## src/rtl/pfs_pkg.sv

```systemverilog
package pfs_pkg;
	// register byte addresses on the avalon slave
	localparam logic [4:0] PFS_OFF_TIMER_CTRL  = 5'h00;
	localparam logic [4:0] PFS_OFF_PRESC_SEL   = 5'h04;
	localparam logic [4:0] PFS_OFF_OUT_LEVEL   = 5'h08;
	localparam logic [4:0] PFS_OFF_STOP_CTRL   = 5'h0c;
	localparam logic [4:0] PFS_OFF_TRIG_GATE   = 5'h10;
	localparam logic [4:0] PFS_OFF_RELEASE     = 5'h14;
	localparam logic [4:0] PFS_OFF_PERIOD_DUTY = 5'h18;
	localparam logic [4:0] PFS_OFF_STATUS      = 5'h1c;

	// timer control fields
	localparam int PFS_RUN_BIT   = 7;
	localparam int PFS_CKSEL_BIT = 4;
	localparam int PFS_MODE_LSB  = 0;
	localparam logic [1:0] PFS_MODE_STANDALONE = 2'h0;
	localparam logic [1:0] PFS_MODE_INTERLEAVE = 2'h3;

	// prescaler select fields, selections above this are prohibited
	localparam int PFS_PSA_LSB = 0;
	localparam int PFS_PSB_LSB = 4;
	localparam logic [2:0] PFS_PS_MAX = 3'h5;

	// output level control fields
	localparam int PFS_TOL_LSB = 2;
	localparam int PFS_TOD_LSB = 0;

	// forced stop control fields
	localparam int PFS_S2_EN_LSB   = 12;
	localparam int PFS_S2_MODE_BIT = 8;
	localparam int PFS_S1_EN_LSB   = 4;
	localparam int PFS_S1_DEFER    = 3;
	localparam int PFS_S1_LVLGATE  = 2;
	localparam int PFS_SAFE_LSB    = 0;
	localparam logic [15:0] PFS_STOP_CTRL_MASK = 16'hf13f;

	// reset values
	localparam logic [7:0]  PFS_TIMER_CTRL_RST = 8'h00;
	localparam logic [7:0]  PFS_PRESC_SEL_RST  = 8'h00;
	localparam logic [3:0]  PFS_OUT_LEVEL_RST  = 4'h0;
	localparam logic [15:0] PFS_STOP_CTRL_RST  = 16'h0000;
	localparam logic [1:0]  PFS_TRIG_GATE_RST  = 2'h0;
	localparam logic [15:0] PFS_PERIOD_RST     = 16'h00ff;
	localparam logic [15:0] PFS_DUTY_RST       = 16'h0080;
	localparam logic [15:0] PFS_CNT_PRESET     = 16'hffff;

	// trigger source indices after synchronisation
	localparam int PFS_TRIG_N = 4;
	localparam int PFS_SRC_CMP_A = 0;
	localparam int PFS_SRC_CMP_B = 1;
	localparam int PFS_SRC_IRQ_A = 2;
	localparam int PFS_SRC_IRQ_B = 3;
endpackage

```

## src/rtl/pfs_trig_if.sv

```systemverilog
`timescale 1ns/1ps
interface pfs_trig_if #(parameter int N = 4);
	logic [N-1:0] lvl;
	logic [N-1:0] rise;
	logic [N-1:0] fall;
	modport src (output lvl, output rise, output fall);
	modport dst (input lvl, input rise, input fall);
endinterface // pfs_trig_if

```

## src/rtl/pfs_top.sv

```systemverilog
// The Avalon-MM slave port and the address map were decided locally.
`timescale 1ns/1ps
// How it works
// - mode field 00 is standalone, 11 is interleaved output, others refused.
// - with clock select at 1 the counter steps on prescaler clock b.
// - each output's active-level bit: 0 active high, 1 active low.
// - each output's default-level bit: 0 low, 1 high while idle.
// - stop 2 takes either irq or comparator, each enabled by its own bit.
// - stop 2 clears at next period end, or after the reverse edge if set.
// - stop 1 takes comparator triggers only, each enabled by its own bit.
// - stop 1 clears on a release write, or at the period end after it.
// - with the level gate bit set, a release during active trigger is void.
// - a pending period clear waits while the timer is not running.
// - the safe-state field picks forced levels for stop 1 and stop 2.
// - a per-output gate bit at 0 blocks that output's stop triggers.
// - with clock select at 0 the counter steps on prescaler clock a.
// - run at 0 stops and presets the counter to all ones.
module pfs_top
	import pfs_pkg::*;
(
	input  wire logic        clk_sys_i,
	input  wire logic        arst_n_i,
	input  wire logic [4:0]  avs_address_i,
	input  wire logic        avs_read_i,
	input  wire logic        avs_write_i,
	input  wire logic [31:0] avs_writedata_i,
	input  wire logic [3:0]  avs_byteenable_i,
	output logic      [31:0] avs_readdata_o,
	output logic             avs_waitrequest_o,
	input  wire logic        comparator_a_i,
	input  wire logic        comparator_b_i,
	input  wire logic        ext_irq_a_i,
	input  wire logic        ext_irq_b_i,
	output logic             pwm_out_a_o,
	output logic             pwm_out_b_o,
	output logic             pwm_out_a_oe_o,
	output logic             pwm_out_b_oe_o
);
	logic [7:0]  timer_ctrl;
	logic [7:0]  presc_sel;
	logic [3:0]  out_level;
	logic [15:0] stop_ctrl;
	logic [1:0]  trig_gate;
	logic [15:0] period;
	logic [15:0] duty;
	logic [15:0] cnt;
	logic [4:0]  div;
	logic        acc_wr;
	logic        rel_wr;
	logic [31:0] wd;
	logic [31:0] next_rdata;
	logic [1:0]  next_mode;
	logic        timer_run;
	logic        timer_clock_sel;
	logic        tick;
	logic        period_end;
	logic [15:0] half;
	logic [16:0] phase_b;
	logic [1:0]  pwm_act;
	logic [1:0]  stop1;
	logic [1:0]  pend1;
	logic [1:0]  stop2;
	logic [1:0]  arm2;
	logic [1:0]  out_q;
	logic [1:0]  oe_q;
	logic        trig1_rise;
	logic        trig1_lvl;
	logic        trig2_rise;
	logic        trig2_fall;
	logic [3:0]  en1;
	logic [3:0]  en2;

	pfs_trig_if #(.N(PFS_TRIG_N)) trig ();

	pfs_trig_sync #(.N(PFS_TRIG_N)) u_sync (
		.clk_sys_i (clk_sys_i),
		.arst_n_i  (arst_n_i),
		.raw_i     ({ext_irq_b_i, ext_irq_a_i,
		              comparator_b_i, comparator_a_i}),
		.trig      (trig.src)
	);

	// byte lanes merge new data into the old word
	function automatic logic [31:0] be_merge(input logic [31:0] old,
		input logic [31:0] nw, input logic [3:0] be);
		logic [31:0] m;
		m = {{8{be[3]}}, {8{be[2]}}, {8{be[1]}}, {8{be[0]}}};
		return (old & ~m) | (nw & m);
	endfunction

	// prescaler tap: sel n ticks once every 2**n clocks
	function automatic logic ps_tick(input logic [2:0] sel,
		input logic [4:0] d);
		logic [4:0] m;
		m = 5'((6'h01 << sel) - 6'h01);
		return (sel <= PFS_PS_MAX) && ((d & m) == m);
	endfunction

	assign timer_run       = timer_ctrl[PFS_RUN_BIT];
	assign timer_clock_sel = timer_ctrl[PFS_CKSEL_BIT];
	assign acc_wr = avs_write_i && !avs_waitrequest_o;
	assign rel_wr = acc_wr && (avs_address_i == PFS_OFF_RELEASE)
		&& avs_byteenable_i[0] && avs_writedata_i[0];

	// one wait cycle per access keeps read data a registered value
	always_ff @(posedge clk_sys_i or negedge arst_n_i)
	begin
		if (!arst_n_i)
			avs_waitrequest_o <= 1'b1;
		else
			avs_waitrequest_o <= !((avs_read_i || avs_write_i)
				&& avs_waitrequest_o);
	end

	always_comb
	begin
		next_rdata = 32'h0;
		unique case (avs_address_i)
			PFS_OFF_TIMER_CTRL:  next_rdata = {24'h0, timer_ctrl};
			PFS_OFF_PRESC_SEL:   next_rdata = {24'h0, presc_sel};
			PFS_OFF_OUT_LEVEL:   next_rdata = {28'h0, out_level};
			PFS_OFF_STOP_CTRL:   next_rdata = {16'h0, stop_ctrl};
			PFS_OFF_TRIG_GATE:   next_rdata = {30'h0, trig_gate};
			PFS_OFF_PERIOD_DUTY: next_rdata = {duty, period};
			PFS_OFF_STATUS:
				next_rdata = {cnt, 8'h0, arm2, pend1, stop2, stop1};
			default:             next_rdata = 32'h0; // release, unmapped
		endcase
	end

	// read data loaded in the wait cycle, stands when waitrequest drops
	always_ff @(posedge clk_sys_i or negedge arst_n_i)
	begin
		if (!arst_n_i)
			avs_readdata_o <= 32'h0;
		else if (avs_read_i && avs_waitrequest_o)
			avs_readdata_o <= next_rdata;
	end

	always_comb
	begin
		wd = 32'h0;
		unique case (avs_address_i)
			PFS_OFF_TIMER_CTRL:  wd = {24'h0, timer_ctrl};
			PFS_OFF_PRESC_SEL:   wd = {24'h0, presc_sel};
			PFS_OFF_OUT_LEVEL:   wd = {28'h0, out_level};
			PFS_OFF_STOP_CTRL:   wd = {16'h0, stop_ctrl};
			PFS_OFF_TRIG_GATE:   wd = {30'h0, trig_gate};
			PFS_OFF_PERIOD_DUTY: wd = {duty, period};
			default:             wd = 32'h0;
		endcase
		wd = be_merge(wd, avs_writedata_i, avs_byteenable_i);
		// prohibited mode codes leave the old mode in place
		next_mode = wd[PFS_MODE_LSB +: 2];
		if (next_mode != PFS_MODE_STANDALONE
			&& next_mode != PFS_MODE_INTERLEAVE)
			next_mode = timer_ctrl[PFS_MODE_LSB +: 2];
	end

	// software registers
	always_ff @(posedge clk_sys_i or negedge arst_n_i)
	begin
		if (!arst_n_i)
		begin
			timer_ctrl <= PFS_TIMER_CTRL_RST;
			presc_sel  <= PFS_PRESC_SEL_RST;
			out_level  <= PFS_OUT_LEVEL_RST;
			stop_ctrl  <= PFS_STOP_CTRL_RST;
			trig_gate  <= PFS_TRIG_GATE_RST;
			period     <= PFS_PERIOD_RST;
			duty       <= PFS_DUTY_RST;
		end
		else if (acc_wr)
		begin
			unique case (avs_address_i)
				PFS_OFF_TIMER_CTRL:
					timer_ctrl <= {wd[PFS_RUN_BIT], 2'h0,
						wd[PFS_CKSEL_BIT], 2'h0, next_mode};
				PFS_OFF_PRESC_SEL:   presc_sel <= wd[7:0] & 8'h77;
				PFS_OFF_OUT_LEVEL:   out_level <= wd[3:0];
				PFS_OFF_STOP_CTRL:
					stop_ctrl <= wd[15:0] & PFS_STOP_CTRL_MASK;
				PFS_OFF_TRIG_GATE:   trig_gate <= wd[1:0];
				PFS_OFF_PERIOD_DUTY:
				begin
					period <= wd[15:0];
					duty   <= wd[31:16];
				end
				default: ;
			endcase
		end
	end

	// free divider feeding both prescaler taps
	always_ff @(posedge clk_sys_i or negedge arst_n_i)
	begin
		if (!arst_n_i)
			div <= 5'h0;
		else
			div <= div + 5'h1;
	end

	assign tick = timer_clock_sel
		? ps_tick(presc_sel[PFS_PSB_LSB +: 3], div)
		: ps_tick(presc_sel[PFS_PSA_LSB +: 3], div);
	// no period end while stopped, so pending clears wait for restart
	assign period_end = timer_run && tick && (cnt == period);

	// up counter; the preset is not below any period so it wraps to zero
	always_ff @(posedge clk_sys_i or negedge arst_n_i)
	begin
		if (!arst_n_i)
			cnt <= PFS_CNT_PRESET;
		else if (!timer_run)
			cnt <= PFS_CNT_PRESET;
		else if (tick)
			cnt <= (cnt >= period) ? 16'h0 : cnt + 16'h1;
	end

	// interleaved mode runs output b half a period behind output a
	assign half    = period >> 1;
	assign phase_b = (cnt >= half) ? {1'b0, cnt - half}
		: 17'({1'b0, cnt} + {1'b0, period} + 17'h1 - {1'b0, half});
	assign pwm_act[0] = timer_run && (cnt < duty);
	assign pwm_act[1] = (timer_ctrl[PFS_MODE_LSB +: 2]
		== PFS_MODE_INTERLEAVE)
		? (timer_run && (phase_b < {1'b0, duty})) : pwm_act[0];

	// trigger selection per stop function
	assign en2 = stop_ctrl[PFS_S2_EN_LSB +: 4];
	assign en1 = {2'b00, stop_ctrl[PFS_S1_EN_LSB +: 2]};
	assign trig1_rise = |(trig.rise & en1);
	assign trig1_lvl  = |(trig.lvl & en1);
	assign trig2_rise = |(trig.rise & en2);
	assign trig2_fall = |(trig.fall & en2);

	for (genvar n = 0; n < 2; n++)
	begin : g_out
		logic g;
		logic set1;
		logic set2;
		logic vrel;
		logic s1_q;
		logic p1_q;
		logic s2_q;
		logic a2_q;
		logic norm;
		logic next_out;
		logic next_oe;
		logic o_q;
		logic e_q;

		assign g    = trig_gate[n];
		assign set1 = g && trig1_rise;
		assign set2 = g && trig2_rise;
		assign vrel = rel_wr && !(stop_ctrl[PFS_S1_LVLGATE]
			&& trig1_lvl);

		// stop 1: new trigger wins over any clear in the same cycle
		always_ff @(posedge clk_sys_i or negedge arst_n_i)
		begin
			if (!arst_n_i)
				s1_q <= 1'b0;
			else if (set1)
				s1_q <= 1'b1;
			else if ((!stop_ctrl[PFS_S1_DEFER] && vrel)
				|| (p1_q && period_end))
				s1_q <= 1'b0;
		end

		// deferred release waits for the period end; a release landing
		// on a period end is kept for the next one instead of being lost
		always_ff @(posedge clk_sys_i or negedge arst_n_i)
		begin
			if (!arst_n_i)
				p1_q <= 1'b0;
			else if (set1)
				p1_q <= 1'b0;
			else if (stop_ctrl[PFS_S1_DEFER] && vrel && s1_q
				&& !p1_q)
				p1_q <= 1'b1;
			else if (period_end)
				p1_q <= 1'b0;
		end

		// stop 2 clears on a period end, after reverse edge if asked
		always_ff @(posedge clk_sys_i or negedge arst_n_i)
		begin
			if (!arst_n_i)
				s2_q <= 1'b0;
			else if (set2)
				s2_q <= 1'b1;
			else if (period_end
				&& (!stop_ctrl[PFS_S2_MODE_BIT] || a2_q))
				s2_q <= 1'b0;
		end

		// reverse edge seen; an edge on a period end still arms
		always_ff @(posedge clk_sys_i or negedge arst_n_i)
		begin
			if (!arst_n_i)
				a2_q <= 1'b0;
			else if (set2)
				a2_q <= 1'b0;
			else if (g && trig2_fall && s2_q && !a2_q)
				a2_q <= 1'b1;
			else if (period_end)
				a2_q <= 1'b0;
		end

		// stop 1 outranks stop 2 since it may float the pin
		always_comb
		begin
			norm = timer_run ? (pwm_act[n] ^ out_level[PFS_TOL_LSB + n])
				: out_level[PFS_TOD_LSB + n];
			next_oe  = 1'b1;
			next_out = norm;
			if (s1_q)
			begin
				next_oe  = stop_ctrl[PFS_SAFE_LSB + 1];
				next_out = stop_ctrl[PFS_SAFE_LSB + 1]
					&& stop_ctrl[PFS_SAFE_LSB];
			end
			else if (s2_q)
				next_out = stop_ctrl[PFS_SAFE_LSB];
		end

		always_ff @(posedge clk_sys_i or negedge arst_n_i)
		begin
			if (!arst_n_i)
			begin
				o_q <= 1'b0;
				e_q <= 1'b1;
			end
			else
			begin
				o_q <= next_out;
				e_q <= next_oe;
			end
		end

		assign stop1[n] = s1_q;
		assign pend1[n] = p1_q;
		assign stop2[n] = s2_q;
		assign arm2[n]  = a2_q;
		assign out_q[n] = o_q;
		assign oe_q[n]  = e_q;
	end

	assign pwm_out_a_o    = out_q[0];
	assign pwm_out_b_o    = out_q[1];
	assign pwm_out_a_oe_o = oe_q[0];
	assign pwm_out_b_oe_o = oe_q[1];
endmodule // pfs_top

```

## src/rtl/pfs_trig_sync.sv

```systemverilog
`timescale 1ns/1ps
module pfs_trig_sync
	import pfs_pkg::*;
#(
	parameter int N = PFS_TRIG_N
)(
	input  wire logic         clk_sys_i,
	input  wire logic         arst_n_i,
	input  wire logic [N-1:0] raw_i,
	pfs_trig_if.src           trig
);
	logic [N-1:0] meta;
	logic [N-1:0] sync;
	logic [N-1:0] sync_d;

	// two stages before anyone looks, third only for edges
	always_ff @(posedge clk_sys_i or negedge arst_n_i)
	begin
		if (!arst_n_i)
		begin
			meta   <= '0;
			sync   <= '0;
			sync_d <= '0;
		end
		else
		begin
			meta   <= raw_i;
			sync   <= meta;
			sync_d <= sync;
		end
	end

	assign trig.lvl  = sync;
	assign trig.rise = sync & ~sync_d;
	assign trig.fall = ~sync & sync_d;
endmodule // pfs_trig_sync

```

## config.mk

```make
export PLATFORM = sky130hd
export DESIGN_NAME = pfs_top
export DESIGN_NICKNAME = d
export VERILOG_FILES = /design/src/rtl/pfs_pkg.sv /design/src/rtl/pfs_trig_if.sv /design/src/rtl/pfs_top.sv /design/src/rtl/pfs_trig_sync.sv
export SDC_FILE = /design/constraint.sdc
export NUM_CORES = 1
export LEC_CHECK = 0
export ABC_AREA = 1
export ABC_CLOCK_PERIOD_IN_PS = 7200
export BUFFER_PORTS_ARGS = -buffer_cell sky130_fd_sc_hd__buf_2
export CELL_PAD_IN_SITES_DETAIL_PLACEMENT = 1
export CELL_PAD_IN_SITES_GLOBAL_PLACEMENT = 1
export CORE_UTILIZATION = 49
export CTS_CLUSTER_DIAMETER = 40
export DETAILED_ROUTE_END_ITERATION = 6
export PLACE_DENSITY_LB_ADDON = 0.1
export SLEW_MARGIN = 5
export SYNTH_ARGS = -nofsm -noshare
export SYNTH_HDL_FRONTEND = slang
export SYNTH_HIERARCHICAL = 1
export SYNTH_SLANG_ARGS = --single-unit
```

## constraint.sdc

```tcl
create_clock -name clk_sys_i -period 7.2 [get_ports clk_sys_i]
set_input_delay 0.36 -clock clk_sys_i [delete_from_list [all_inputs] [get_ports clk_sys_i]]
set_output_delay 0.36 -clock clk_sys_i [all_outputs]
set_load 0.02 [all_outputs]
```

Yosys cells after proc, flatten, opt, wreduce, memory -nomap -nowiden
Index checks and enable logic that the tools add are counted.

Register bits: 137. Bits of input ports: 49. Output and inout port bits: 37. Logic and storage cells: 177.

Add/sub/neg operators: 8. $lt $le $gt $ge: 6. Eq/ne operators: 13. Shifts and indexed selects: 2. Muxes and demuxes: 33. Bitwise logic cells: 17. Reductions and logical operators: 71.

Operators by type and width (count): 32-bit case mux with 7 select lines (1); 32-bit case mux with 6 select lines (1); 32-bit AND (2); 16-bit two-way mux (3); 1-bit logical AND (36); 32-bit NOT (1); 32-bit OR (1); 1-bit two-way mux (27); 5-bit equality test, second input constant (4); 16-bit by 16-bit adder with 17-bit output (1); 17-bit by 1-bit adder with 17-bit output, second input constant (1); 17-bit by 16-bit less-than comparator with 1-bit output (1); 17-bit two-way mux (1); 17-bit by 15-bit subtractor with 17-bit output (1); 16-bit by 1-bit adder with 16-bit output, second input constant (1); 4-bit AND (4); 16-bit equality test (1); 16-bit by 15-bit greater-or-equal comparator with 1-bit output (1); 16-bit greater-or-equal comparator (1); 16-bit less-than comparator (1); 4-bit OR reduction (4); 16-bit by 15-bit subtractor with 16-bit output (1); 2-bit AND reduction (6); 3-bit nonzero test (4); 20 further kinds (45).

Depth between registers and ports, before layout
Gate-level depths: netlist (run 1).

Word-level depth: 12. Mapped depth: 30. Mapped depth without buffers: 30.

Cells and area by module
The synthesis (run 1) kept the hierarchy.

Modules (own cells, without submodules): pfs_top (instances 1, cells an instance 1223, area each 9263.9 um^2, seq. area each 3163.0 um^2); pfs_trig_sync (instances 1, cells an instance 28, area each 360.3 um^2, seq. area each 300.3 um^2).

Worst setup path after synthesis (run 1)
No wires, ideal clock.

Path kind: flip-flop to flip-flop. Start: register period[6]. End: register g_out[1].o_q (netlist: pwm_out_b_o). Setup time: 0.122 ns. Arrival time: 3.664 ns. Data required time: 7.078 ns. Setup slack: 3.413 ns. Stages on the path, launching flop included: 29. Buffers on the path: 0. Clock period less this slack: 3.787 ns. Path through: dfstp_2 -> inv_1 -> fa_1 -> inv_1 -> ha_1 -> nand2_1 -> inv_1 -> a21oi_1 -> nand2_1 -> a21oi_1 -> o21ai_0 -> a31oi_1 -> xor2_1 -> nand2_1 -> nand2_1 -> inv_1 -> ha_1 -> a21oi_1 -> nor2_1 -> nor2_1 -> nand2_1 -> inv_1 -> nand2_1 -> nand2_1 -> nand2_1 -> nand2_1 -> nand3_1 -> nand2_1 -> a21oi_2.

Longest elaborated chain between the ends: 11. Elaborated cells between the ends (all ways): 13. Those cells by class: add/sub: 4; order compare: 2; mux: 5; bitwise: 1; reduce/logical: 1.

RTL lines: from (decl) (RTL line pfs_top.sv:44) `logic [15:0] period;`; from (signal assigned) (RTL line pfs_top.sv:186) `period <= wd[15:0];`; 16-bit by 16-bit adder with 17-bit output (RTL line pfs_top.sv:223) `: 17'({1'b0, cnt} + {1'b0, period} + 17'h1 - {1'b0, half});`; 17-bit by 1-bit adder with 17-bit output (RTL line pfs_top.sv:223); 17-bit by 15-bit subtractor with 17-bit output (RTL line pfs_top.sv:223); 17-bit two-way mux * (RTL line pfs_top.sv:222) `assign phase_b = (cnt >= half) ? {1'b0, cnt - half}`; 17-bit by 16-bit less-than comparator with 1-bit output * (RTL line pfs_top.sv:227) `? (timer_run && (phase_b < {1'b0, duty})) : pwm_act[0];`; 1-bit logical AND * (RTL line pfs_top.sv:227); 1-bit two-way mux * (RTL line pfs_top.sv:227); 1-bit XOR * (RTL line pfs_top.sv:314) `norm = timer_run ? (pwm_act[n] ^ out_level[PFS_TOL_LSB + n])`; 1-bit two-way mux * (RTL line pfs_top.sv:314); 1-bit two-way mux * (RTL line pfs_top.sv:324) `else if (s2_q)`; 1-bit two-way mux * (RTL line pfs_top.sv:318) `if (s1_q)`; net g_out[1].next_out (RTL line pfs_top.sv:248) `logic next_out;`; to (signal assigned) (RTL line pfs_top.sv:337) `o_q <= next_out;`; to (decl) (RTL line pfs_top.sv:250) `logic o_q;`.

Mark *: on every way through the listed nets, which the timed path passes. The rest lies on a longest branch. A chain may end at the register's enable or synchronous reset.

Final worst setup path (run 1)
Start: register cnt[5]. End: register g_out[1].o_q (netlist: pwm_out_b_o).

Longest elaborated chain between the ends: 11. Elaborated cells between the ends (all ways): 15. Those cells by class: add/sub: 4; order compare: 3; mux: 5; bitwise: 1; reduce/logical: 2.

RTL lines: from (decl) (RTL line pfs_top.sv:46) `logic [15:0] cnt;`; from (signal assigned) (RTL line pfs_top.sv:217) `cnt <= (cnt >= period) ? 16'h0 : cnt + 16'h1;`; 16-bit by 16-bit adder with 17-bit output (RTL line pfs_top.sv:223); 17-bit by 1-bit adder with 17-bit output (RTL line pfs_top.sv:223); 17-bit by 15-bit subtractor with 17-bit output (RTL line pfs_top.sv:223); 17-bit two-way mux (RTL line pfs_top.sv:222); 17-bit by 16-bit less-than comparator with 1-bit output (RTL line pfs_top.sv:227); 1-bit logical AND (RTL line pfs_top.sv:227); 1-bit two-way mux * (RTL line pfs_top.sv:227); 1-bit XOR * (RTL line pfs_top.sv:314); 1-bit two-way mux * (RTL line pfs_top.sv:314); 1-bit two-way mux * (RTL line pfs_top.sv:324); 1-bit two-way mux * (RTL line pfs_top.sv:318); net g_out[1].next_out (RTL line pfs_top.sv:248).

Marks and branches as above.

==> impl_metrics.env, run 1 <==
export IMPL_nFillCells=2375
export IMPL_rows=50
export IMPL_dieHeight_um=142
export IMPL_setup_viol=0
export IMPL_synth_seq_cells=137
export IMPL_drcViolationCount=0
export IMPL_synth_cells=1251
export IMPL_clk_pin_slew_ns=0.07
export IMPL_startpoint_type="register"
export IMPL_htree_levels=4
export IMPL_clock_power_share_pct=19.3
export IMPL_fin_crit_sh_pct=62.6
export IMPL_final_util_pct=57.6
export IMPL_worst_setup_path_end_kind="register"
export IMPL_cap_viol_max_count=0
export IMPL_grt_pass1_wl_um=51200
export IMPL_seq_power_share_pct=23.6
export IMPL_min_period_ns=4.51
export IMPL_dieArea_mm2=0.0202
export IMPL_cts_root_buf="clkbuf_16"
export IMPL_p_int_mw=2.45
export IMPL_worstPathRequired_ns=7.52
export IMPL_via_per_inst=5.77
export IMPL_ir_drop_mv=0.195
export IMPL_holdWs_ns=-0.00585
export IMPL_worst_slack_ns=2.69
export IMPL_p_sw_mw=2.26
export IMPL_wl_um=32600
export IMPL_cpMostUsedCell="nand2_1"
export IMPL_crit_type="reg2reg"
export IMPL_core_region_area_mm2=0.0190
export IMPL_cts_sinks=137
export IMPL_ys_warnings_count=6
export IMPL_num_vias=9272
export IMPL_placed_area_mm2=0.0103
export IMPL_swShare_pct=48.0
export IMPL_cts_made_buffers=17
export IMPL_dp_hpwl_um=25100
export IMPL_rsz0062_at_grt="no"
export IMPL_violations="negative hold slack"
export IMPL_gp_congestion=0.892
export IMPL_grt_ovfl_total=0
export IMPL_cts_setup_buffers=0
export IMPL_path_delay_family="simple AND/OR/NAND/NOR gates"
export IMPL_maxSlewHeadroom_pct=36.3
export IMPL_arrival_ns=4.82
export IMPL_status="finished, violations left"
export IMPL_grt_max_degree=89
export IMPL_track_usage_pct=33.4
export IMPL_tritoncts="yes"
export IMPL_comb_power_share_pct=57.1
export IMPL_ant_nets=0
export IMPL_powerDensity_mw_per_mm2=432
export IMPL_drive_gt1_share_pct=13.5
export IMPL_syn_area_mm2=0.00962
export IMPL_ys_seq_area_share_pct=36.0
export IMPL_wl_per_cell_um=20.3
export IMPL_clock_fmax_mhz=222
export IMPL_avgSynthCellArea_um2=7.69
export IMPL_finClkSkew_ns=0.00953
export IMPL_final_cell_area_mm2=0.0109
export IMPL_port_buffers=85
export IMPL_clk_insertion_delay_late_ns=0.43
export IMPL_ys_types=52
export IMPL_slew_viol_final=0
export IMPL_leakagePower_nw=5.78
export IMPL_die_x_um=142
export IMPL_cts_resized_gates=0
export IMPL_cp_num_buf_inv=4
export IMPL_cpPeakStageDelay_ns=0.61
export IMPL_drt_first_pass_iters=5
export IMPL_critPathMaxFanout=7
export IMPL_hold_buffers=0
export IMPL_setup_tns_ns=0
export IMPL_dpl_worst_slack_ns=2.77
export IMPL_hold_viol_final=3
export IMPL_worstHoldPathType="in2async"
export IMPL_final_nets=1479
export IMPL_grt_pass1_vias=9600
export IMPL_synth_net_count=1399
export IMPL_drt_iter0_drc=514
export IMPL_cp_slowest_cell="dfstp_2"
export IMPL_area_growth_pct=13.4
export IMPL_initial_core_util_pct=50.8
export IMPL_io_pins=86
export IMPL_tightest_slew_ns=0.945
export IMPL_antenna_found_initial=1
export IMPL_clk_path_buf_depth=2
[cells in the final DEF, fill, tap and decap left out, types with 5 or more instances in the layout]
cell type	count
nand2_1	304
inv_1	189
buf_2	84
a22oi_1	20
clkbuf_16	17
a21oi_1	95
a21o_1	5
a221oi_1	5
inv_2	6
xor2_1	18
fa_1	16
a31oi_1	8
o21ai_1	5
o22ai_1	33
inv_6	6
nand4_1	10
nor2_1	63
nor3_1	9
buf_4	5
o221ai_1	10
xnor2_1	9
dfrtp_1	109
dfstp_2	28
nand3_1	49
ha_1	83
o21ai_0	96
[worst register-to-register path: cells and delay by family (launching register included)]
family	cells	cell delay, ns
fa+ha+maj	3	1.14
buf+inv	4	0.26
flops	1	0.61
compound gates	6	1.00
simple gates	14	1.22
xor+xnor	1	0.16
[registers in the layout (all words and copies together), names as in the netlist, 2 cells and up]
signal           flops
g_out.s2_q           2
stop_ctrl           11
g_out.s1_q           2
g_out.p1_q           2
out_level            4
timer_ctrl           4
presc_sel            6
u_sync/sync_d        4
u_sync/meta          4
cnt                 16
avs_readdata_o      32
g_out.a2_q           2
trig_gate            2
duty                16
div                  5
u_sync/trig.lvl      4
period              16
[power by group through the flow]
stage / registers [mW] / clock network [mW] / logic (mW)
global route: 1.12 / 0.937 / 3.04
detailed placement: 1.11 / 0 / 2.64
finish: 1.11 / 0.911 / 2.69
CTS: 1.10 / 0.910 / 2.67
global placement: 1.10 / 0 / 2.52
floorplan: 1.07 / 0 / 1.92
[cells in the mapped netlist (all sizes together)]
library cell | count | area, um^2
o22ai | 34 | 219
o221ai | 10 | 87.6
and3 | 1 | 6.26
buf | 7 | 30.0
dfrtp | 109 | 2730
o211ai | 3 | 22.5
ha | 83 | 1040
o21ai | 101 | 505
mux2 | 1 | 11.3
o2111ai | 2 | 17.5
dfstp | 28 | 736
mux2i | 2 | 20.0
xnor2 | 9 | 78.8
o21bai | 3 | 22.5
a32o | 1 | 10.0
o31ai | 1 | 7.51
clkinv | 1 | 3.75
nor4 | 1 | 6.26
nand4 | 10 | 62.6
a21boi | 2 | 18.8
nor2 | 67 | 272
or2 | 4 | 25.0
o21a | 1 | 7.51
a22oi | 20 | 150
xor2 | 18 | 158
a31oi | 8 | 50.1
a22o | 3 | 26.3
a21o | 5 | 37.5
nor3 | 13 | 85.1
a21oi | 98 | 502
nand3 | 50 | 255
fa | 16 | 320
a211oi | 5 | 42.5
a221oi | 5 | 43.8
clkbuf | 22 | 82.6
nand2 | 310 | 1190
nand3b | 2 | 15.0
inv | 195 | 732
[routing by layer]
metal  part of all wire (%)  wire [um]  global-route usage (%)
met5                      0          0                       0
met4                    2.6        840                    11.4
met3                    6.0       1970                    5.99
met2                     46      14900                    53.2
met1                     46      14900                    45.8
[path summary, 6_finish.rpt]
kind	from	end	slack, ns	cells after the start
worst max register to register	cnt[5]$_DFFE_PN1P_	pwm_out_b_o$_DFF_PN0_	2.69	28
min in group clk_sys_i	comparator_b_i	u_sync/meta[1]$_DFF_PN0_	0.03	1
worst min-delay path	arst_n_i	avs_readdata_o[1]$_DFFE_PN0P_	-0.006	1
max in group asynchronous	arst_n_i	avs_readdata_o[10]$_DFFE_PN0P_	6.03	2
worst max-delay path	cnt[5]$_DFFE_PN1P_	pwm_out_b_o$_DFF_PN0_	2.69	28
worst min register to register	u_sync/meta[0]$_DFF_PN0_	u_sync/trig.lvl[0]$_DFF_PN0_	0.35	0
[cell type report]
cell class / instances / area [um^2] / share of cell area (%)
Multi-Input combinational cell: 889 / 5310 / 48.7
Inverter: 196 / 736 / 6.74
Tap cell: 260 / 325 / 2.98
Sequential cell: 137 / 3460 / 31.7
Antenna cell: 2 / 5.00 / 0.0459
Timing Repair Buffer: 90 / 469 / 4.30
Clock buffer: 18 / 439 / 4.03
Clock inverter: 14 / 159 / 1.46
[metrics by stage]
| stage | total power [mW] | instances |
|---|---|---|
| after floorplan | 3.00 | 1251 |
| after global placement | 3.63 | 1572 |
| after detailed placement | 3.75 | 1572 |
| after CTS | 4.68 | 1604 |
| after global routing | 5.10 | 1604 |
| final | 4.71 | 1606 |
[cells by family (layout without fill, tap and decap cells)]
family / Yosys count / after routing / synth area share [%]
AO/OA/AOI/OAI: 302 / 302 / 18.4
XOR/XNOR: 27 / 27 / 2.46
adder cells (fa/ha/maj): 99 / 99 / 14.1
buffers and inverters: 225 / 318 / 8.81
flip-flops: 137 / 137 / 36.0
multiplexers: 3 / 3 / 0.325
other: 0 / 2 / 0
AND/OR/NAND/NOR: 458 / 458 / 19.9
Power figures use the tool's default switching activity.
==> run 2, diff against run 1 <==
Settings changed: ABC_AREA 1 to 0, ABC_CLOCK_PERIOD_IN_PS 7200 to 4500, CORE_UTILIZATION 49 to 47.
Clock period 7.2 ns to 4.5 ns, I/O delays scaled along.
==> run 2 against run 1 <==
Effect of this change: the run ends with negative setup slack left; register-to-register slack got worse by 2.7 ns; maximum frequency shrank 0.21%; critical path depth decreased by 8; combinational power shrank 29%; clock skew is 0.0066 ns higher; worst setup slack lost 2.7 ns; design area increased by 4.7%; non-clock buffer count grew 73; die area rose by 1.0%.
==> impl_metrics.env, run 2 <==
export IMPL_status="finished, violations left"
export IMPL_violations="negative setup slack"
export IMPL_nFillCells=2238
export IMPL_ys_top_cells_by_count="nand2_1 (125), dfrtp_1 (109), inv_1 (88)"
export IMPL_cts_root_buf="clkbuf_16"
export IMPL_clk_path_buf_depth=2
export IMPL_setup_viol=1
export IMPL_grt_max_degree=101
export IMPL_leakagePower_nw=5.21
export IMPL_cp_cell_sequence="inv_2 > fa_1 > inv_2 > ha_4 > a21o_1 > a221oi_2 > o21ai_2 > o31ai_2 > a21bo_2 > o21ai_2 > ha_1 > a21o_1 > a21o_1 > a21o_1 > a211o_1 > a31oi_1 > o221a_2 > o211ai_4 > o221ai_2 > nor2_1"
export IMPL_worst_slack_ns=-0.0146
export IMPL_tightest_slew_ns=0.964
export IMPL_path_delay_family="compound AO/OA/AOI/OAI gates"
export IMPL_wl_per_cell_um=21.8
export IMPL_dieArea_mm2=0.0204
export IMPL_worst_setup_path_end_kind="register"
export IMPL_grt_pass1_vias=8923
export IMPL_avgSynthCellArea_um2=9.17
export IMPL_min_period_ns=4.51
export IMPL_layout_commonest_cell="nand2_1"
export IMPL_startpoint_type="register"
export IMPL_cp_num_buf_inv=2
export IMPL_cts_made_buffers=17
export IMPL_core_region_area_mm2=0.0195
export IMPL_crit_type="reg2reg"
export IMPL_critPathMaxFanout=3
export IMPL_worstPathRequired_ns=4.83
export IMPL_worstHoldPathType="in2reg"
export IMPL_ys_seq_area_share_pct=37.1
export IMPL_synth_cells=1017
export IMPL_io_pins=86
export IMPL_cap_viol_max_count=0
export IMPL_yosys_top_cells_area="dfrtp_1 (29%), ha_1 (11%), dfstp_2 (7.9%)"
export IMPL_powerDensity_mw_per_mm2=430
export IMPL_ys_warnings_count=6
export IMPL_largest_reg_flops=32
export IMPL_clock_fmax_mhz=222
export IMPL_regMostFlops="avs_readdata_o"
export IMPL_yosysMostFrequentCell="nand2_1"
export IMPL_final_util_pct=58.7
export IMPL_num_vias=8572
export IMPL_drt_first_pass_iters=4
export IMPL_ant_nets=0
export IMPL_num_antenna_cells=0
export IMPL_setup_tns_ns=-0.0146
export IMPL_synth_edf_count=0
export IMPL_grt_ovfl_total=0
export IMPL_synth_ff_type="dfrtp_1"
export IMPL_dp_hpwl_um=22900
export IMPL_synthArstFlopShare_pct=100
export IMPL_final_nets=1315
export IMPL_fin_crit_sh_pct=100
export IMPL_slew_viol_final=0
export IMPL_via_per_inst=5.93
export IMPL_arrival_ns=4.84
export IMPL_dieHeight_um=143
export IMPL_synth_seq_cells=137
export IMPL_wl_um=31500
export IMPL_regArea_mm2=0.00346
export IMPL_netlist_top_cell_by_area="dfrtp_1"
export IMPL_antenna_found_initial=0
export IMPL_rsz0062_at_grt="yes"
export IMPL_grt_pass1_wl_um=49000
export IMPL_tritoncts="yes"
export IMPL_track_usage_pct=32.1
export IMPL_cpPeakStageDelay_ns=0.54
export IMPL_finClkSkew_ns=0.0161
export IMPL_cpMostUsedCell="a21o_1"
export IMPL_netlist_area_leader_share_pct=29.2
export IMPL_rows=51
export IMPL_die_x_um=143
export IMPL_clk_pin_slew_ns=0.06
export IMPL_layout_common_cells="nand2_1 (124), dfrtp_1 (109), buf_2 (84)"
export IMPL_hold_viol_final=0
export IMPL_syn_area_mm2=0.00933
export IMPL_drt_iter0_drc=507
export IMPL_area_growth_pct=22.5
export IMPL_gp_congestion=0.900
export IMPL_maxSlewHeadroom_pct=35.8
export IMPL_multi_input_area_mm2=0.00556
export IMPL_synth_net_count=1165
export IMPL_cts_sinks=137
export IMPL_htree_levels=4
export IMPL_initial_core_util_pct=47.9
export IMPL_drive_gt1_share_pct=22.8
export IMPL_clk_insertion_delay_late_ns=0.44
export IMPL_cp_slowest_cell="dfstp_2"
export IMPL_ir_drop_mv=0.266
export IMPL_port_buffers=85
export IMPL_drcViolationCount=0
export IMPL_ys_types=70
## run 2: changes by cell type after synthesis, moves of 31 or more
| cell | before | now |
|---|---|---|
| a21oi_1 | 95 | 53 |
| inv_1 | 189 | 88 |
| nand2_1 | 304 | 125 |
| o21ai_0 | 96 | 47 |
| o21ai_1 | 5 | 50 |
| o22ai_1 | 33 | 2 |
## run 2: metrics by stage
step | hold slack (ns) | area, um^2 | worst slack, ns | std cells | power [mW]
6_report | 0.00253 | 11400 | -0.0146 | 1445 | 4.91
3_5_place_dp | 0.334 | 10400 | -0.163 | 1391 | 3.14
3_3_place_gp | 0.333 | 10400 | -0.0768 | 1391 | 3.08
2_1_floorplan | -0.0706 | 9330 | 0.0105 | 1017 | 2.56
5_1_grt | 0.00856 | 11400 | -0.204 | 1445 | 5.16
4_1_cts | 0.000223 | 11300 | 0.00404 | 1443 | 4.77
## run 2: layer usage
metal / wire, um / global-route usage (%) / up-vias
li1: - / - / 3956
met1: 13900 / 41.0 / 4349
met2: 15400 / 54.4 / 206
met3: 1190 / 5.03 / 61
met4: 1040 / 12.6 / 0
met5: 0 / 0 / -
## run 2: path summary, 6_finish.rpt
check                           slack [ns]                     start  cells past startpoint                             end
worst min-delay path                 0.003       avs_writedata_i[10]                      2          period[10]$_DFFE_PN0P_
worst min register to register        0.35  u_sync/meta[2]$_DFF_PN0_                      0    u_sync/trig.lvl[2]$_DFF_PN0_
worst max-delay path                 -0.01     period[4]$_DFFE_PN1P_                     20           pwm_out_b_o$_DFF_PN0_
max in group asynchronous             2.94                  arst_n_i                      3     avs_waitrequest_o$_DFF_PN1_
worst max register to register       -0.01     period[4]$_DFFE_PN1P_                     20           pwm_out_b_o$_DFF_PN0_
min in group asynchronous             0.44                  arst_n_i                      2  avs_readdata_o[26]$_DFFE_PN0P_
## run 2: where the power goes
group	switching, mW	internal [mW]
registers	0.107	1.33
logic	1.08	0.837
clock network	0.652	0.907
## run 2: logic make-up after synthesis
kind of cell             after synthesis  synth area share, %
AO/OA/AOI/OAI                        307                 21.7
XOR/XNOR                              30                 2.82
adder cells (fa/ha/maj)               99                 14.6
buffers and inverters                126                 5.09
flip-flops                           137                 37.1
multiplexers                          34                 4.00
AND/OR/NAND/NOR                      284                 14.7
## run 2: layout make-up
| type | count | area share [%] |
|---|---|---|
| inverter | 94 | 3.09 |
| multi-input combinational | 754 | 48.7 |
| sequential | 137 | 30.3 |
| tap | 265 | 2.90 |
| clock buffer | 17 | 3.72 |
| timing repair buffer | 163 | 9.32 |
| clock inverter | 15 | 1.98 |
## run 2: repair_timing
| action | CTS | global route |
|---|---|---|
| resized for setup | 15 | 17 |
| setup endpoints to repair | 1 | 1 |
| pin swaps | 16 | 10 |
| buffers inserted | 1 | 2 |
| hold buffers | 19 | 0 |
| hold endpoints to repair | 91 | 0 |
==> run 3, diff against run 2 <==
Settings changed: CELL_PAD_IN_SITES_DETAIL_PLACEMENT 1 to not set, CELL_PAD_IN_SITES_GLOBAL_PLACEMENT 1 to not set, CORE_UTILIZATION 47 to 55, PLACE_DENSITY set to 0.75, PLACE_DENSITY_LB_ADDON 0.1 to not set.
==> run 3 against run 2 <==
Effect of this change: the run now ends clean; count of clock-buffer cells in the layout is 2 higher; non-clock buffer count is 19 lower; maximum frequency up 0.71%; final cell count shrank 4.4%; power shrank 5.2%; via count down 1.4%; clock power decreased by 9%; largest cell class unchanged.
==> impl_metrics.env, run 3 (same netlist as run 2, synthesis figures left out) <==
export IMPL_status="finished clean"
export IMPL_final_cell_area_mm2=0.0111
export IMPL_wl_um=26600
export IMPL_clk_pin_slew_ns=0.06
export IMPL_clk_path_buf_depth=2
export IMPL_rsz0062_at_grt="yes"
export IMPL_num_vias=8453
export IMPL_maxSlewHeadroom_pct=38.9
export IMPL_hold_viol_final=0
export IMPL_worstHoldPathType="in2reg"
export IMPL_dpl_worst_slack_ns=-0.248
export IMPL_startpoint_type="register"
export IMPL_comb_power_share_pct=38.4
export IMPL_worst_setup_path_end_kind="register"
export IMPL_dieHeight_um=132
export IMPL_final_cells=1381
export IMPL_r2r_end="pwm_out_b_o$_DFF_PN0_"
export IMPL_grt_max_degree=104
export IMPL_reg2reg_depth=21
export IMPL_critPathMaxFanout=4
export IMPL_cpMostUsedCell="a21o_1"
export IMPL_cts_sinks=137
export IMPL_ir_drop_mv=0.335
export IMPL_htree_levels=4
export IMPL_antenna_found_initial=0
export IMPL_ant_nets=0
export IMPL_fin_crit_sh_pct=99.6
export IMPL_core_region_area_mm2=0.0166
export IMPL_min_period_ns=4.48
export IMPL_cts_made_buffers=17
export IMPL_finClkSkew_ns=0.00779
export IMPL_placed_area_mm2=0.0103
export IMPL_holdWs_ns=0.00938
export IMPL_cp_num_buf_inv=3
export IMPL_rows=47
export IMPL_num_antenna_cells=0
export IMPL_hold_end="duty[5]$_DFFE_PN0P_"
export IMPL_wl_per_cell_um=19.3
export IMPL_grt_ovfl_total=0
export IMPL_final_nets=1296
export IMPL_power_mw=4.66
export IMPL_swShare_pct=35.0
export IMPL_via_per_inst=6.12
export IMPL_drt_first_pass_iters=5
export IMPL_grt_pass1_wl_um=42600
export IMPL_clock_power_share_pct=30.5
export IMPL_regMostFlops="avs_readdata_o"
export IMPL_dp_hpwl_um=20000
export IMPL_clk_insertion_delay_late_ns=0.42
export IMPL_min_delay_start="avs_writedata_i[21]"
export IMPL_drcViolationCount=0
export IMPL_cap_viol_max_count=0
export IMPL_area_growth_pct=19.3
export IMPL_setup_tns_ns=0
export IMPL_crit_type="reg2reg"
export IMPL_p_int_mw=3.03
export IMPL_drt_iter0_drc=897
export IMPL_io_pins=86
export IMPL_cpPeakStageDelay_ns=0.53
export IMPL_worstPathRequired_ns=4.81
export IMPL_layout_commonest_cell="nand2_1"
export IMPL_die_x_um=132
export IMPL_rr_startpoint="period[4]$_DFFE_PN1P_"
export IMPL_largest_reg_flops=32
export IMPL_tightest_slew_ns=0.916
export IMPL_leakagePower_nw=5.10
export IMPL_setup_viol=0
export IMPL_worst_slack_ns=0.0171
export IMPL_path_delay_family="compound AO/OA/AOI/OAI gates"
export IMPL_cp_cell_sequence="inv_2 > fa_1 > inv_2 > ha_4 > a21o_1 > a221oi_4 > o21ai_2 > buf_4 > o21ai_2 > a21bo_2 > o21ai_2 > ha_1 > a21o_1 > a21o_1 > a21o_1 > o2111ai_1 > or3_1 > o221a_2 > o211ai_4 > o2111a_1 > nor2_1"
export IMPL_powerDensity_mw_per_mm2=418
export IMPL_track_usage_pct=31.4
export IMPL_initial_core_util_pct=56.2
export IMPL_seq_power_share_pct=31.1
export IMPL_dieArea_mm2=0.0175
export IMPL_place_inst=1340
export IMPL_layout_common_cells="nand2_1 (124), dfrtp_1 (109), buf_2 (84)"
export IMPL_tritoncts="yes"
export IMPL_reg2reg_slack_ns=0.02
export IMPL_holdPathStages=2
export IMPL_arrival_ns=4.79
export IMPL_drive_gt1_share_pct=22.2
export IMPL_slew_viol_final=0
export IMPL_p_sw_mw=1.63
export IMPL_cp_slowest_cell="dfstp_2"
export IMPL_grt_pass1_vias=8184
export IMPL_cts_root_buf="clkbuf_16"
export IMPL_final_util_pct=67.1
export IMPL_gp_congestion=0.964
export IMPL_clock_fmax_mhz=223
export IMPL_port_buffers=85
[run 3: cell types whose count changed in the layout (fill, tap and decap cells not counted), moves of 2 or more]
cell | previous run | this run
clkinv_8 | 3 | 0
clkbuf_1 | 0 | 2
inv_6 | 4 | 1
clkinv_4 | 0 | 4
dlygate4sd3_1 | 19 | 7
clkinv_2 | 0 | 2
buf_4 | 59 | 51
inv_8 | 4 | 1
[run 3: how the worst max path moves through the flow]
| stage | from | to | cells after the start |
|---|---|---|---|
| floorplan | period[4]$_DFFE_PN1P_ | pwm_out_b_o$_DFF_PN0_ | 20 |
| global placement | period[4]$_DFFE_PN1P_ | pwm_out_b_o$_DFF_PN0_ | 20 |
| detailed placement | period[4]$_DFFE_PN1P_ | pwm_out_b_o$_DFF_PN0_ | 20 |
| CTS | period[2]$_DFFE_PN1P_ | pwm_out_b_o$_DFF_PN0_ | 20 |
| global route | period[4]$_DFFE_PN1P_ | pwm_out_b_o$_DFF_PN0_ | 22 |
| finish | period[4]$_DFFE_PN1P_ | pwm_out_b_o$_DFF_PN0_ | 21 |
[run 3: worst register-to-register path, delay by kind of cell (launching register included)]
kind	cells	cell delay [ns]
fa+ha+maj	3	1.03
compound gates	13	2.14
buf+inv	3	0.24
simple gates	2	0.43
flops	1	0.53
[run 3: metal layers]
| metal | track usage (%) | share of wire, % | vias to the layer above |
|---|---|---|---|
| met1 | 42.3 | 42 | 4067 |
| li1 | - | - | 3944 |
| met5 | 0 | 0 | - |
| met3 | 5.50 | 7.8 | 54 |
| met2 | 51.0 | 48 | 388 |
| met4 | 11.0 | 2.6 | 0 |
[run 3: power groups by stage]
| stage | registers (mW) | logic [mW] | clock network (mW) |
|---|---|---|---|
| finish | 1.45 | 1.79 | 1.42 |
| global placement | 1.46 | 1.57 | 0 |
| global route | 1.45 | 1.97 | 1.48 |
| CTS | 1.44 | 1.69 | 1.43 |
| detailed placement | 1.46 | 1.61 | 0 |
| floorplan | 1.44 | 1.12 | 0 |
[run 3: final cells by class]
| class | instances | area (um^2) |
|---|---|---|
| Inverter | 94 | 353 |
| Tap cell | 220 | 275 |
| Fill cell | 1340 | 5460 |
| Timing Repair Buffer | 144 | 896 |
| Multi-Input combinational cell | 754 | 5540 |
| Clock inverter | 13 | 170 |
| Sequential cell | 137 | 3460 |
| Clock buffer | 19 | 433 |
[run 3: repair_timing]
action,in CTS,in global routing
setup endpoints to repair,1,1
buffers inserted,0,2
cloned,0,0
hold endpoints to repair,82,0
resized for setup,17,13
pin swaps,20,14
hold buffers,7,0
